`src/inc/nfc_pkg.sv`:
```
// Constants and types of the NAND flash host controller
package nfc_pkg;
	localparam int CLK_MHZ              = 25;
	localparam int ADDR_TO_DATA_NS      = 70;
	localparam int PROTECT_TO_STROBE_NS = 100;
	localparam int READY_TO_READ_NS     = 20;
	localparam int STROBE_LOW_NS        = 40;
	localparam int STROBE_HIGH_NS       = 40;
	localparam int ADDRESS_TO_DATA_WAIT  = (ADDR_TO_DATA_NS * CLK_MHZ + 999) / 1000;
	localparam int PROTECT_TO_STROBE_WAIT = (PROTECT_TO_STROBE_NS * CLK_MHZ + 999) / 1000;
	localparam int READY_TO_READ_WAIT    = (READY_TO_READ_NS * CLK_MHZ + 999) / 1000;
	localparam int STROBE_LOW_CYC       = (STROBE_LOW_NS * CLK_MHZ + 999) / 1000;
	localparam int STROBE_HIGH_CYC      = (STROBE_HIGH_NS * CLK_MHZ + 999) / 1000;
	localparam int PARTIAL_PROGRAM_LIMIT = 4;
	localparam logic [7:0] STATUS_PROTECTED = 8'h60;
	localparam logic [7:0] CMD_READ        = 8'h00;
	localparam logic [7:0] CMD_READ_GO     = 8'h30;
	localparam logic [7:0] CMD_CACHE_RD    = 8'h31;
	localparam logic [7:0] CMD_CACHE_END   = 8'h3F;
	localparam logic [7:0] CMD_RAND_OUT    = 8'h05;
	localparam logic [7:0] CMD_RAND_OUT_GO = 8'hE0;
	localparam logic [7:0] CMD_RAND_IN     = 8'h85;
	localparam logic [7:0] CMD_PROG        = 8'h80;
	localparam logic [7:0] CMD_PROG_GO     = 8'h10;
	localparam logic [7:0] CMD_CACHE_PROG  = 8'h15;
	localparam logic [7:0] CMD_ERASE       = 8'h60;
	localparam logic [7:0] CMD_ERASE_GO    = 8'hD0;
	localparam logic [7:0] CMD_ID          = 8'h90;
	localparam logic [7:0] CMD_PARAM       = 8'hEC;
	localparam logic [7:0] CMD_UID         = 8'hED;
	localparam logic [7:0] CMD_SET_FEAT    = 8'hEF;
	localparam logic [7:0] CMD_GET_FEAT    = 8'hEE;
	localparam logic [7:0] CMD_RESET       = 8'hFF;
	localparam logic [7:0] CMD_STATUS      = 8'h70;
	localparam logic [7:0] CMD_PROT_STAT   = 8'h7A;
	// Host request kinds
	typedef enum logic [2:0] {
		NFC_OP_CMD   = 3'b000,
		NFC_OP_ADDR  = 3'b001,
		NFC_OP_WDATA = 3'b010,
		NFC_OP_RDATA = 3'b011,
		NFC_OP_WAIT  = 3'b100
	} nfc_op_type;
	typedef enum logic [2:0] {
		NFC_IDLE  = 3'b000,
		NFC_SETUP = 3'b001,
		NFC_LOW   = 3'b010,
		NFC_HIGH  = 3'b011,
		NFC_BUSY  = 3'b100,
		NFC_DONE  = 3'b101
	} nfc_state_type;
endpackage

```
`src/core/nfc_timer.sv`:
```
// Down counter for pin timing gaps
`timescale 1ns/1ns
`default_nettype none
module nfc_timer
	import nfc_pkg::*;
(
	input  wire logic       clock_in,
	input  wire logic       rst_in,
	input  wire logic       load_in,
	input  wire logic [3:0] count_in,
	output var  logic       done_out
);
	typedef struct packed {
		logic [3:0] cnt;
	} nfc_timer_type;
	nfc_timer_type state_reg;
	nfc_timer_type state_next;
	always_comb begin
		state_next = state_reg;
		if (load_in) begin
			state_next.cnt = count_in;
		end else if (state_reg.cnt != 4'h0) begin
			state_next.cnt = state_reg.cnt - 4'h1;
		end
	end
	always_ff @(posedge clock_in) begin
		if (rst_in) begin
			state_reg <= '0;
		end else begin
			state_reg <= state_next;
		end
	end
	// Load left out: the caller loads on done, which would close a loop
	assign done_out = (state_reg.cnt == 4'h0);
endmodule
`default_nettype wire

```
`src/core/nfc_host.sv`:
```
// Host controller driving NAND flash pins
`timescale 1ns/1ns
`default_nettype none
module nfc_host
	import nfc_pkg::*;
(
	input  wire logic       clock_in,
	input  wire logic       rst_in,
	input  wire logic       req_valid_in,
	input  wire logic [2:0] req_op_in,
	input  wire logic [7:0] req_data_in,
	input  wire logic       req_wp_in,
	output logic            req_ready_out,
	output logic            rsp_valid_out,
	output logic [7:0]      rsp_data_out,
	output logic            rsp_protected_out,
	output logic            prog_limit_out,
	output logic            chip_sel_n_out,
	output logic            cmd_latch_out,
	output logic            addr_latch_out,
	output logic            write_strobe_n_out,
	output logic            read_strobe_n_out,
	output logic            write_protect_n_out,
	output logic [7:0]      io_out,
	output logic            io_oe_out,
	input  wire logic [7:0] io_in,
	input  wire logic       ready_busy_n_in
);

	typedef struct packed {
		nfc_state_type st;
		logic [2:0]    op;
		logic [7:0]    data;
		logic          ready;
		logic          rsp_valid;
		logic [7:0]    rsp_data;
		logic          rsp_prot;
		logic          last_addr;
		logic          status_rd;
		logic [2:0]    prog_cnt;
		logic          limit;
		logic          ce_n;
		logic          cle;
		logic          ale;
		logic          we_n;
		logic          re_n;
		logic          wp_n;
		logic [7:0]    io;
		logic          oe;
	} nfc_host_type;

	nfc_host_type s_reg;
	nfc_host_type s_next;

	// One gap timer, reloaded by every phase except high and done
	logic       t_load;
	logic [3:0] t_count;
	logic       t_done;

	nfc_timer u_timer (
		.clock_in (clock_in),
		.rst_in   (rst_in),
		.load_in  (t_load),
		.count_in (t_count),
		.done_out (t_done)
	);

	always_comb begin
		s_next = s_reg;
		t_load = 1'b0;
		t_count = 4'h0;
		s_next.rsp_valid = 1'b0;
		case (s_reg.st)
			NFC_IDLE: begin
				s_next.ready = 1'b1;
				// Ready drops on accept so a held valid is taken once
				if (req_valid_in && s_reg.ready) begin
					s_next.ready = 1'b0;
					s_next.op = req_op_in;
					s_next.data = req_data_in;
					s_next.ce_n = 1'b0;
					s_next.wp_n = req_wp_in;
					s_next.st = NFC_SETUP;
					t_load = 1'b1;
					t_count = 4'(PROTECT_TO_STROBE_WAIT);

					if (req_op_in == NFC_OP_WDATA && s_reg.last_addr) begin
						t_count = 4'(ADDRESS_TO_DATA_WAIT);
					end

					// Wait skips the strobes and only polls busy
					if (req_op_in == NFC_OP_WAIT) begin
						s_next.st = NFC_BUSY;
						t_count = 4'(STROBE_HIGH_CYC);
					end
				end
			end

			NFC_SETUP: begin
				if (t_done) begin
					s_next.cle = (s_reg.op == NFC_OP_CMD);
					s_next.ale = (s_reg.op == NFC_OP_ADDR);
					s_next.io = s_reg.data;
					s_next.oe = (s_reg.op != NFC_OP_RDATA);
					if (s_reg.op == NFC_OP_RDATA) begin
						s_next.re_n = 1'b0;
					end else begin
						s_next.we_n = 1'b0;
					end

					// Low phase length sets both pulse widths
					t_load = 1'b1;
					t_count = 4'(STROBE_LOW_CYC);
					s_next.st = NFC_LOW;
				end
			end

			NFC_LOW: begin
				if (t_done) begin
					// Byte taken late in the low phase, past access time
					if (s_reg.op == NFC_OP_RDATA) begin
						s_next.rsp_data = io_in;
						s_next.rsp_valid = 1'b1;
						s_next.rsp_prot = s_reg.status_rd && (io_in == STATUS_PROTECTED);
					end

					s_next.we_n = 1'b1;
					s_next.re_n = 1'b1;
					t_load = 1'b1;
					t_count = 4'(STROBE_HIGH_CYC);
					s_next.st = NFC_HIGH;
				end
			end

			NFC_HIGH: begin
				if (t_done) begin
					s_next.cle = 1'b0;
					s_next.ale = 1'b0;
					s_next.oe = 1'b0;
					s_next.last_addr = (s_reg.op == NFC_OP_ADDR);
					if (s_reg.op == NFC_OP_CMD) begin
						s_next.status_rd = (s_reg.data == CMD_STATUS);
						if (s_reg.data == CMD_ERASE_GO) begin
							s_next.prog_cnt = 3'h0;
						end
						if (s_reg.data == CMD_PROG_GO || s_reg.data == CMD_CACHE_PROG) begin
							// Saturates until the next erase confirm
							if (s_reg.prog_cnt != 3'(PARTIAL_PROGRAM_LIMIT)) begin
								s_next.prog_cnt = s_reg.prog_cnt + 3'h1;
							end
						end
					end

					s_next.st = NFC_DONE;
				end
			end

			NFC_BUSY: begin
				// Short hold first: the device may drop ready late
				// Await ready level
				if (t_done && ready_busy_n_in) begin
					t_load = 1'b1;
					t_count = 4'(READY_TO_READ_WAIT);
					s_next.st = NFC_HIGH;
					s_next.op = NFC_OP_WAIT;
				end
			end

			NFC_DONE: begin
				if (t_done) begin
					s_next.rsp_valid = (s_reg.op != NFC_OP_RDATA);
					s_next.ready = 1'b1;
					s_next.st = NFC_IDLE;
				end
			end

			default: begin
				s_next.st = NFC_IDLE;
			end
		endcase

		s_next.limit = (s_next.prog_cnt == 3'(PARTIAL_PROGRAM_LIMIT));
	end

	always_ff @(posedge clock_in) begin
		if (rst_in) begin
			// Select and strobes idle high, pins quiet
			s_reg <= '0;
			s_reg.ce_n <= 1'b1;
			s_reg.we_n <= 1'b1;
			s_reg.re_n <= 1'b1;
		end else begin
			s_reg <= s_next;
		end
	end

	assign req_ready_out       = s_reg.ready;
	assign rsp_valid_out       = s_reg.rsp_valid;
	assign rsp_data_out        = s_reg.rsp_data;
	assign rsp_protected_out   = s_reg.rsp_prot;
	assign prog_limit_out      = s_reg.limit;
	assign chip_sel_n_out      = s_reg.ce_n;
	assign cmd_latch_out       = s_reg.cle;
	assign addr_latch_out      = s_reg.ale;
	assign write_strobe_n_out  = s_reg.we_n;
	assign read_strobe_n_out   = s_reg.re_n;
	assign write_protect_n_out = s_reg.wp_n;
	assign io_out              = s_reg.io;
	assign io_oe_out           = s_reg.oe;

endmodule
`default_nettype wire

```
`config.mk`:
```
export PLATFORM = sky130hd
export DESIGN_NAME = nfc_host
export DESIGN_NICKNAME = d
export VERILOG_FILES = /design/src/inc/nfc_pkg.sv /design/src/core/nfc_timer.sv /design/src/core/nfc_host.sv
export SDC_FILE = /design/constraint.sdc
export NUM_CORES = 1
export LEC_CHECK = 0
export ABC_AREA = 1
export BUFFER_PORTS_ARGS = -buffer_cell sky130_fd_sc_hd__buf_2
export CORE_MARGIN = 1.5
export CORE_UTILIZATION = 48
export DETAILED_ROUTE_END_ITERATION = 8
export PLACE_DENSITY_LB_ADDON = 0.25
export SETUP_SLACK_MARGIN = 0.2
export SYNTH_ARGS = -nofsm -noshare
export SYNTH_HDL_FRONTEND = slang
export SYNTH_SLANG_ARGS = --single-unit
```
`constraint.sdc`:
```
create_clock -name clock_in -period 1.35 [get_ports clock_in]
set_input_delay 0.135 -clock clock_in [delete_from_list [all_inputs] [get_ports clock_in]]
set_output_delay 0.135 -clock clock_in [all_outputs]
set_load 0.02 [all_outputs]
```
==> results of run 1 <==
-- synthesized netlist by cell type --
cell type	instances
buf_2	4
nand2_1	55
nand4_1	2
buf_4	16
nor2_1	37
nor2_2	1
nand3b_1	1
nor3_1	2
inv_1	30
xnor2_1	2
clkbuf_1	5
nor4_1	4
xor2_1	1
ha_1	3
inv_2	4
dfxtp_1	50
nand3_1	18
a31oi_1	1
clkinv_2	1
nand2_2	1
buf_6	1
a21oi_1	35
o21ai_0	33
o221ai_1	1
nand2_4	2
nor2_4	2
-- worst reg2reg max path, stage by stage (launching register included) --
cell     delay [ps]
dfxtp_2         330
inv_2            80
ha_4            170
nand2_8          90
inv_8            90
nand2_4          60
nor2_4          200
nand2_2         100
nand2_2          80
nand2_2          70
nand3_2          60
nor2_1           40
-- stage by stage --
step | cell area, sq um | instances
6_report | 3300 | 431
5_1_grt | 3300 | 431
4_1_cts | 3030 | 423
3_5_place_dp | 2620 | 401
3_3_place_gp | 2620 | 401
2_1_floorplan | 2350 | 312
-- worst min path at each step --
stage / endpoint / slack (ps)
floorplan: write_protect_n_out$_SDFFE_PP0P_ / 280
global placement: write_protect_n_out$_SDFFE_PP0P_ / 390
detailed placement: write_protect_n_out$_SDFFE_PP0P_ / 390
CTS: write_protect_n_out$_SDFFE_PP0P_ / 50
global route: write_protect_n_out$_SDFFE_PP0P_ / 90
finish: write_protect_n_out$_SDFFE_PP0P_ / 70
-- cell type report --
class | instances | area, sq um
Sequential cell | 50 | 1010
Timing Repair Buffer | 85 | 687
Tap cell | 52 | 65.1
Fill cell | 303 | 1140
Clock inverter | 2 | 13.8
Multi-Input combinational cell | 202 | 1310
Clock buffer | 5 | 68.8
Inverter | 35 | 146
-- power by group --
| group | switching, uW | internal [uW] | leakage [uW] |
|---|---|---|---|
| Combinational | 1080 | 879 | 0.00107 |
| Sequential | 128 | 1630 | 0.000409 |
| Clock | 520 | 359 | 0.0000444 |
| Total | 1720 | 2870 | 0.00152 |
-- timing repair --
item                                    4_1_cts  5_1_grt
pin swaps                                    12       16
cloned                                        4        3
resized for setup                            68       44
setup buffers                                11        5
endpoints found under the setup margin       47       49
-- routing by layer --
| layer | global-route usage | up-vias |
|---|---|---|
| met2 | 0.418 | 77 |
| met1 | 0.290 | 1055 |
| met5 | 0 | - |
| met4 | 0.0839 | 0 |
| li1 | - | 1130 |
| met3 | 0.0577 | 11 |
-- kinds of logic (layout without fill, tap and decap cells) --
family,Yosys count,in the layout,share of synthesized area
flops,50,50,0.441
simple gates,125,126,0.241
compound gates,70,70,0.156
buf+inv,61,127,0.133
fa+ha+maj,3,3,0.0165
xor+xnor,3,3,0.0116
==> run_results.csv, run 1 <==
group,metric,value,unit
clocking,cts_max_level,2,
logic_synthesis,yosys.area.top_type_share,0.441,
setup_path,cp_cell_sequence,"inv_2, ha_4, nand2_8, inv_8, nand2_4, nor2_4, nand2_2, nand2_2, nand2_2, nand3_2, nor2_1",
logic_synthesis,ys_top_cells_by_area,"dfxtp_1 44%, nand2_1 9.1%, a21oi_1 7.7%",
global_routing,grt_start_max_net_pins,35,
global_routing,track_usage,0.241,
setup_path,cp_slowest_cell,"dfxtp_2",
timing,maxSlewViolCount,0,
routing,top_layer_used,"met4",
routing,drc,2,
setup_path,r2r_cells,11,
setup_path,path_buf_inv,2,
setup_path,required,1560,ps
pwr,cellPowerDensity,1390,nW/um^2
timing,timing_hold_violations_final,0,
routing,drt-initial-drc-count,134,
global_routing,antenna_found_initial,0,
pwr,ir_drop,0.681,mV
setup_path,reg2reg_to,"prog_limit_out$_SDFF_PP0_",
placement,dp_hpwl,3.68,mm
global_routing,overflow,0,
logic_synthesis,yosysWarningCount,0,
setup_path,crit_start,"u_timer.state_reg[1]$_SDFFE_PP0P_",
setup_path,path_class,"flip-flop to flip-flop",
cells_and_area,nets,406,
die,start_util,0.511,
cells_and_area,layout-drive-gt1-share,0.480,
routing,wl_met2,3.48,mm
min_path,hp-start,"req_wp_in",
setup_path,critPathCapture,"prog_limit_out$_SDFF_PP0_",
logic_synthesis,ys_seq_area_frac,0.441,
setup_path,crit_path_frequent_cell,"nand2_2",
setup_path,worstSetupPathDepth,11,
die,ios,51,
routing,wl_met1,2.68,mm
setup_path,cp_top_family,"simple AND/OR/NAND/NOR gates",
logic_synthesis,synth_area_per_cell,7.28,sq um
status,violations,"DRC, setup timing",
pwr,finalPower,4590,uW
logic_synthesis,synth_nets,339,
routing,wl_per_cell,15.4,um
clocking,clk_pin_slew_worst_paths,100,ps
routing,totalWireLength,6.62,mm
timing,slew_headroom,0.706,
min_path,hold_class,"primary input to flip-flop",
setup_path,reg2reg_slack,-100,ps
setup_path,crit_path_max_incr_delay,330,ps
routing,dr.pass1.iters,6,
routing,postRouteAntennaNets,0,
logic_synthesis,ys_seq_elements,50,
setup_path,arrival,1660,ps
timing,period_needed,1450,ps
routing,via_per_inst,5.27,
clocking,root_buffer,"clkbuf_8",
logic_synthesis,synthDistinctLibCells,26,
clocking,cts_buffers,5,
timing,rsz0062_at_grt,"true",
routing,num_vias,2273,
die,rows,24,
timing,finalWorstSetupSlack,-97.6,ps
routing,dr_wl_met3,340,um
placement,dp_worst_setup_slack,-46.8,ps
clocking,cts_sinks,50,
global_routing,grt_pass1_vias,2146,
timing,fin_tns_setup,-810,ps
setup_path,crit_path_end_kind,"flip-flop",
die,dieHeight,71.8,um
setup_path,start_kind,"flip-flop",
logic_synthesis,synth_area,2270,sq um
die,die_width,71.8,um
die,die_area,5150,sq um
cells_and_area,layout_commonest_cell,"buf_2",
setup_path,r2r-start,"u_timer.state_reg[1]$_SDFFE_PP0P_",
job,maxCapViolCount,0,
timing,holdWs,73.6,ps
min_path,hold_depth,3,
placement,place.gp.congestion,0.752,
clocking,cts_buffer_depth,2,
cells_and_area,largest_reg_flops,19,
cells_and_area,antenna_cells,0,
timing,min_period_over_period,1.07,
clocking,hold_buffers,0,
cells_and_area,final_cell_mix,"50 x buf_2, 43 x dfxtp_1, 42 x nand2_1",
logic_synthesis,synth_top_cell_by_area,"dfxtp_1",
logic_synthesis,syn-instance-count,312,
timing,fmax,691,MHz
die,core,4440,sq um
timing,finalSetupViolCount,22,
clocking,clkLatencyLatePin,310,ps
setup_path,cp_max_fo,7,
timing,skew,13.6,ps
cells_and_area,utilization,0.743,
pwr,leakage,0.00152,uW
clocking,cts_tree,"yes",
global_routing,grt_pass1_wl,9.74,mm
timing,tightest_slew,441,ps
status,status,"finished with violations",
cells_and_area,syn_to_final_growth,45.4,%
placement,port_buffers,50,
Power figures use the tool's default switching activity.
==> inputs of run 2 (changes only) <==
- CORE_ASPECT_RATIO: default -> 1.5
- CORE_UTILIZATION: 48 -> 49
- SYNTH_HIERARCHICAL: default -> 1
==> run 2 against run 1 <==
The flow finishes with violations (setup timing). Clock power increased by 22%. Combinational power increased by 94%. Clock skew increased by 1.6 ps. Via count increased by 14%. Core utilization increased by 3.1 points. Worst setup slack got worse by 470 ps. First-iteration DRC count increased by 12%. Global-route usage increased by 0.89 points. Count of clock-buffer cells in the layout unchanged. Area after synthesis increased by 5.6%. Die area increased by 3.5%. Critical path type unchanged. Critical endpoint is now u_timer/state_reg[1]$_SDFFE_PP0P_.
==> run_results.csv, run 2 <==
group,metric,value,unit
die,core,4770,sq um
setup_path,r2r-start,"u_timer/state_reg[0]$_SDFFE_PP0P_",
pwr,cellPowerDensity,1860,nW/um^2
setup_path,path_class,"flip-flop to flip-flop",
status,violations,"setup timing",
setup_path,cp_cell_sequence,"inv_2, ha_4, nand2_4, nor2_4, buf_6, buf_12, nand3_4, clkinv_4, nor2_4, nand2_4, buf_6, o21ai_1, nand2_1, a21oi_1",
clocking,root_buffer,"clkbuf_8",
routing,drt-initial-drc-count,150,
cells_and_area,final_cell_mix,"50 x buf_2, 45 x dfxtp_1, 41 x nand2_1",
routing,num_vias,2584,
logic_synthesis,syn-instance-count,328,
logic_synthesis,ys_top_cells_by_count,"59 x nor2_1, 50 x dfxtp_1, 50 x nand2_1",
clocking,cts_tree,"yes",
routing,totalWireLength,7.67,mm
logic_synthesis,yosys.area.top_type_share,0.417,
logic_synthesis,synth_area,2400,sq um
pwr,leakage,0.00169,uW
min_path,hold_class,"primary input to flip-flop",
logic_synthesis,synth-edff-count,0,
cells_and_area,seqCellArea,1010,sq um
timing,finalSetupViolCount,46,
setup_path,arrival,2160,ps
logic_synthesis,ys_seq_elements,50,
status,status,"finished with violations",
logic_synthesis,yosysWarningCount,6,
logic_synthesis,synth_area_per_cell,7.31,sq um
die,start_util,0.503,
setup_path,cp_max_fo,5,
logic_synthesis,ys_top_cells_by_area,"dfxtp_1 42%, nor2_1 9.2%, nand2_1 7.8%",
routing,postRouteAntennaNets,0,
setup_path,required,1590,ps
cells_and_area,fillers,322,
setup_path,cp_slowest_cell,"dfxtp_2",
cells_and_area,nets,453,
cells_and_area,syn_to_final_growth,54.0,%
die,rows,31,
routing,wl_per_cell,15.6,um
setup_path,crit_path_end_kind,"flip-flop",
cells_and_area,layout_commonest_cell,"buf_2",
timing,tightest_slew,698,ps
timing,skew,15.3,ps
routing,via_per_inst,5.24,
pwr,ir_drop,1.44,mV
die,die_width,60.1,um
cells_and_area,layout-drive-gt1-share,0.513,
setup_path,reg2reg_slack,-570,ps
placement,dp.cells,459,
clocking,cts_buffers,5,
logic_synthesis,ys_seq_area_frac,0.417,
cells_and_area,instances_no_fill,493,
min_path,whs_endpoint,"s_reg[34]$_SDFFE_PP0P_",
routing,dr.pass1.iters,4,
logic_synthesis,synthDistinctLibCells,34,
die,dieHeight,88.7,um
timing,min_period_over_period,1.42,
routing,drc,0,
cells_and_area,largest_reg_flops,19,
timing,timing_hold_violations_final,0,
logic_synthesis,synthArstFlopShare,0,
clocking,cts_buffer_depth,2,
clocking,clk_pin_slew_worst_paths,100,ps
setup_path,reg2reg_to,"u_timer/state_reg[1]$_SDFFE_PP0P_",
logic_synthesis,yosysMostFrequentCell,"nor2_1",
global_routing,overflow,0,
clocking,cts_sinks,50,
cells_and_area,multi_input_area,1460,sq um
job,maxCapViolCount,0,
die,ios,51,
timing,rsz0062_at_grt,"true",
setup_path,crit_path_max_incr_delay,350,ps
die,die_area,5330,sq um
global_routing,antenna_found_initial,0,
placement,dp_hpwl,4.36,mm
timing,fmax,520,MHz
clocking,hold_buffers,0,
setup_path,r2r_cells,14,
timing,slew_headroom,0.531,
clocking,cts_max_level,2,
global_routing,grt_start_max_net_pins,19,
logic_synthesis,ys.flop_type,"dfxtp_1",
logic_synthesis,synth_top_cell_by_area,"dfxtp_1",
clocking,clkLatencyLatePin,320,ps
min_path,hold_depth,3,
global_routing,grt_pass1_wl,10.1,mm
timing,maxSlewViolCount,0,
global_routing,grt_pass1_vias,2333,
timing,holdWs,56.7,ps
min_path,hp-start,"req_data_in[2]",
global_routing,track_usage,0.250,
timing,finalWorstSetupSlack,-571,ps
placement,place.gp.congestion,0.938,
timing,fin_tns_setup,-16720,ps
timing,period_needed,1920,ps
cells_and_area,antenna_cells,0,
placement,port_buffers,50,
setup_path,start_kind,"flip-flop",
[run 2: layer usage]
layer	vias to the layer above	part of all wire	GRT usage
met5	-	0	0
met4	0	0.053	0.127
met3	34	0.040	0.0482
met2	91	0.55	0.458
met1	1214	0.36	0.261
li1	1245	-	-
[run 2: repair_timing]
action,4_1_cts,5_1_grt
endpoints found under the hold margin,0,0
setup endpoints to repair,50,50
resized for setup,55,78
setup buffers,11,12
pin swaps,22,48
cloned,2,1
[run 2: metrics by stage]
| step | utilization | setup WS, ps | instance area (sq um) | power [uW] |
|---|---|---|---|---|
| 2_1_floorplan | - | -291 | 2460 | 3610 |
| 3_3_place_gp | 0.609 | -329 | 2910 | 4400 |
| 3_5_place_dp | 0.609 | -388 | 2910 | 4460 |
| 4_1_cts | 0.686 | -399 | 3270 | 5860 |
| 5_1_grt | 0.774 | -655 | 3690 | 7240 |
| 6_report | 0.774 | -571 | 3690 | 6890 |
[run 2: critical path: cells and delay by family, from the launching register on]
kind	cells	cell delay, ps
buf+inv	5	530
fa+ha+maj	1	160
flops	1	350
simple gates	6	530
compound gates	2	250
[run 2: worst max-delay path by stage]
| stage | startpoint | endpoint | slack (ps) | depth (start not counted) |
|---|---|---|---|---|
| after floorplan | u_timer/state_reg[0]$_SDFFE_PP0P_ | rsp_protected_out$_SDFFE_PP0P_ | -290 | 13 |
| after global placement | u_timer/state_reg[1]$_SDFFE_PP0P_ | u_timer/state_reg[3]$_SDFFE_PP0P_ | -330 | 13 |
| after detailed placement | u_timer/state_reg[0]$_SDFFE_PP0P_ | u_timer/state_reg[1]$_SDFFE_PP0P_ | -390 | 13 |
| after CTS | u_timer/state_reg[1]$_SDFFE_PP0P_ | u_timer/state_reg[3]$_SDFFE_PP0P_ | -400 | 13 |
| after global routing | u_timer/state_reg[0]$_SDFFE_PP0P_ | u_timer/state_reg[0]$_SDFFE_PP0P_ | -660 | 15 |
| final | u_timer/state_reg[0]$_SDFFE_PP0P_ | u_timer/state_reg[1]$_SDFFE_PP0P_ | -570 | 14 |
[run 2: cell families (layout without fill, tap and decap cells)]
family | after synthesis | count (layout) | share of synthesized area
other | 1 | 2 | 0.00156
and+or+nand+nor | 154 | 154 | 0.301
AOI/OAI and AO/OA | 62 | 62 | 0.134
adders and majority gates | 3 | 3 | 0.0157
DFF | 50 | 50 | 0.417
buffers and inverters | 58 | 156 | 0.130
[run 2: report_power, final]
group | internal (uW) | switching [uW] | leakage [uW]
combinational | 1710 | 2070 | 0.00122
sequential | 1780 | 260 | 0.000409
clock | 546 | 522 | 0.0000579
total | 4030 | 2850 | 0.00169
[run 2: layout make-up]
cell class	instances	area share
Clock inverter	3	0.0108
Timing Repair inverter	1	0.00169
Sequential cell	50	0.274
Timing Repair Buffer	113	0.237
Multi-Input combinational cell	221	0.394
Clock buffer	5	0.0186
Tap cell	66	0.0224
Inverter	34	0.0420
==> inputs of run 3 (changes only) <==
- CORE_ASPECT_RATIO: 1.5 -> 1.2
==> run 3 against run 2 <==
The flow still finishes with violations (setup timing). Highest routed layer unchanged. Largest power group unchanged. Sequential power about the same. Count of clock-buffer cells in the layout increased by 1. Critical endpoint is now u_timer/state_reg[3]$_SDFFE_PP0P_. Cell area shrank 4.2%. Global-route usage fell by 0.35 points. First-iteration DRC count down 33%. Core utilization down 1.5 points. Flip-flop and latch count is the same.
==> run_results.csv, run 3 (same netlist as run 2, synthesis figures left out) <==
group,metric,value,unit
clocking,clk_pin_slew_worst_paths,100,ps
pwr,p_sw,2610,uW
clocking,root_buffer,"clkbuf_8",
routing,drc,0,
placement,dp_hpwl,4.26,mm
timing,finalWorstSetupSlack,-461,ps
min_path,hold_class,"primary input to flip-flop",
die,rows,27,
routing,drt-initial-drc-count,101,
pwr,ir_drop,1.43,mV
clocking,hold_buffers,0,
clocking,cts_max_level,2,
pwr,leakage,0.00165,uW
global_routing,track_usage,0.246,
timing,finalSetupViolCount,44,
timing,slew_headroom,0.618,
pwr,pwr-share-comb,0.532,
cells_and_area,nets,449,
routing,num_vias,2465,
cells_and_area,syn_to_final_growth,47.6,%
routing,wl_per_cell,14.2,um
timing,maxSlewViolCount,0,
cells_and_area,largest_reg_flops,19,
global_routing,grt_start_max_net_pins,23,
timing,period_needed,1810,ps
setup_path,path_class,"flip-flop to flip-flop",
die,dieHeight,79.6,um
setup_path,crit_path_end_kind,"flip-flop",
pwr,internal-power,3760,uW
die,start_util,0.514,
setup_path,cp_cell_sequence,"inv_2, ha_4, nand2_2, nor2_2, buf_6, inv_4, nor3_4, nor2_2, nand2_2, inv_2, or2_0, nand3_1, nor2_1",
pwr,cellPowerDensity,1800,nW/um^2
routing,dr.pass1.iters,4,
die,ios,51,
die,die_area,5330,sq um
placement,port_buffers,50,
global_routing,antenna_found_initial,0,
routing,totalWireLength,6.82,mm
cells_and_area,layout_commonest_cell,"nor2_1",
die,die_width,66.9,um
timing,fin_tns_setup,-12410,ps
timing,min_period_over_period,1.34,
cells_and_area,final_cell_mix,"52 x nor2_1, 50 x buf_2, 44 x dfxtp_1",
cells_and_area,layout-drive-gt1-share,0.504,
die,core,4660,sq um
placement,place.gp.congestion,0.926,
pwr,seqPwrFrac,0.318,
global_routing,grt_pass1_wl,9.93,mm
timing,tightest_slew,567,ps
cells_and_area,fin_area,3540,sq um
global_routing,overflow,0,
cells_and_area,antenna_cells,0,
status,violations,"setup timing",
job,maxCapViolCount,0,
routing,via_per_inst,5.12,
status,status,"finished with violations",
clocking,cts_sinks,50,
setup_path,arrival,2040,ps
timing,rsz0062_at_grt,"true",
global_routing,grt_pass1_vias,2292,
timing,skew,9.74,ps
routing,postRouteAntennaNets,0,
clocking,clkLatencyLatePin,320,ps
clocking,cts_buffer_depth,2,
pwr,clockPowerShare,0.150,
setup_path,crit_path_max_incr_delay,340,ps
cells_and_area,utilization,0.760,
placement,dp_worst_setup_slack,-441,ps
setup_path,cp_top_family,"simple AND/OR/NAND/NOR gates",
setup_path,cp_max_fo,6,
setup_path,start_kind,"flip-flop",
placement,placed_area,2920,sq um
setup_path,required,1580,ps
setup_path,cp_slowest_cell,"dfxtp_2",
clocking,cts_buffers,5,
clocking,cts_tree,"yes",
pwr,swShare,0.410,
timing,timing_hold_violations_final,0,
timing,fmax,552,MHz
setup_path,path_buf_inv,4,
run 3: cell types whose count changed in the layout (fill, tap and decap cells not counted), sizes merged:
cell and change:
bufinv -1, inv +1, clkinvlp +1, buf -4, clkinv -3, clkbuf +2
run 3: per-layer routing:
metal  global-route usage  wire length, um  up-vias
li1                     -                -     1235
met1                0.273             2750     1165
met2                0.456             3700       54
met3               0.0480              228       11
met4               0.0878              139        0
met5                    0                0        -
run 3: area by class of cell:
type | count | area [sq um]
Sequential cell | 50 | 1010
Timing Repair Buffer | 110 | 828
Clock buffer | 6 | 82.6
Fill cell | 349 | 1120
Multi-Input combinational cell | 221 | 1380
Tap cell | 58 | 72.6
Inverter | 34 | 148
Clock inverter | 2 | 16.3
run 3: through the flow:
step / hold slack [ps] / std cells / power (uW)
floorplan: 197 / 329 / 3610
global placement: 356 / 453 / 4430
detailed placement: 361 / 453 / 4480
CTS: 21.9 / 472 / 5870
global route: 34.0 / 481 / 6740
finish: 31.9 / 481 / 6370
run 3: final timing paths:
check / depth (start not counted) / end / start / slack (ps)
min reg2reg: 2 / chip_sel_n_out$_SDFFE_PP1P_ / chip_sel_n_out$_SDFFE_PP1P_ / 470
min: 3 / s_reg[35]$_SDFFE_PP0P_ / req_data_in[3] / 30
max reg2reg: 13 / u_timer/state_reg[3]$_SDFFE_PP0P_ / u_timer/state_reg[0]$_SDFFE_PP0P_ / -460
max: 13 / u_timer/state_reg[3]$_SDFFE_PP0P_ / u_timer/state_reg[0]$_SDFFE_PP0P_ / -460
run 3: what timing repair did:
item,in CTS,in global routing
resized for setup,65,48
buffers inserted,10,8
gates cloned,1,1
pin swaps,13,18
setup endpoints to repair,50,50
run 3: power by group through the flow:
stage | combinational [uW] | clock (uW) | sequential, uW
CTS | 2910 | 948 | 2010
detailed placement | 2480 | 0 | 2000
global placement | 2430 | 0 | 1990
global route | 3670 | 1020 | 2060
floorplan | 1570 | 0 | 2040
finish | 3390 | 955 | 2030
run 3: worst register-to-register path, cell delays in order (launching register included):
cell	delay, ps
dfxtp_2	340
inv_2	70
ha_4	130
nand2_2	60
nor2_2	130
buf_6	160
inv_4	40
nor3_4	190
nor2_2	70
nand2_2	120
inv_2	70
or2_0	210
nand3_1	80
nor2_1	40
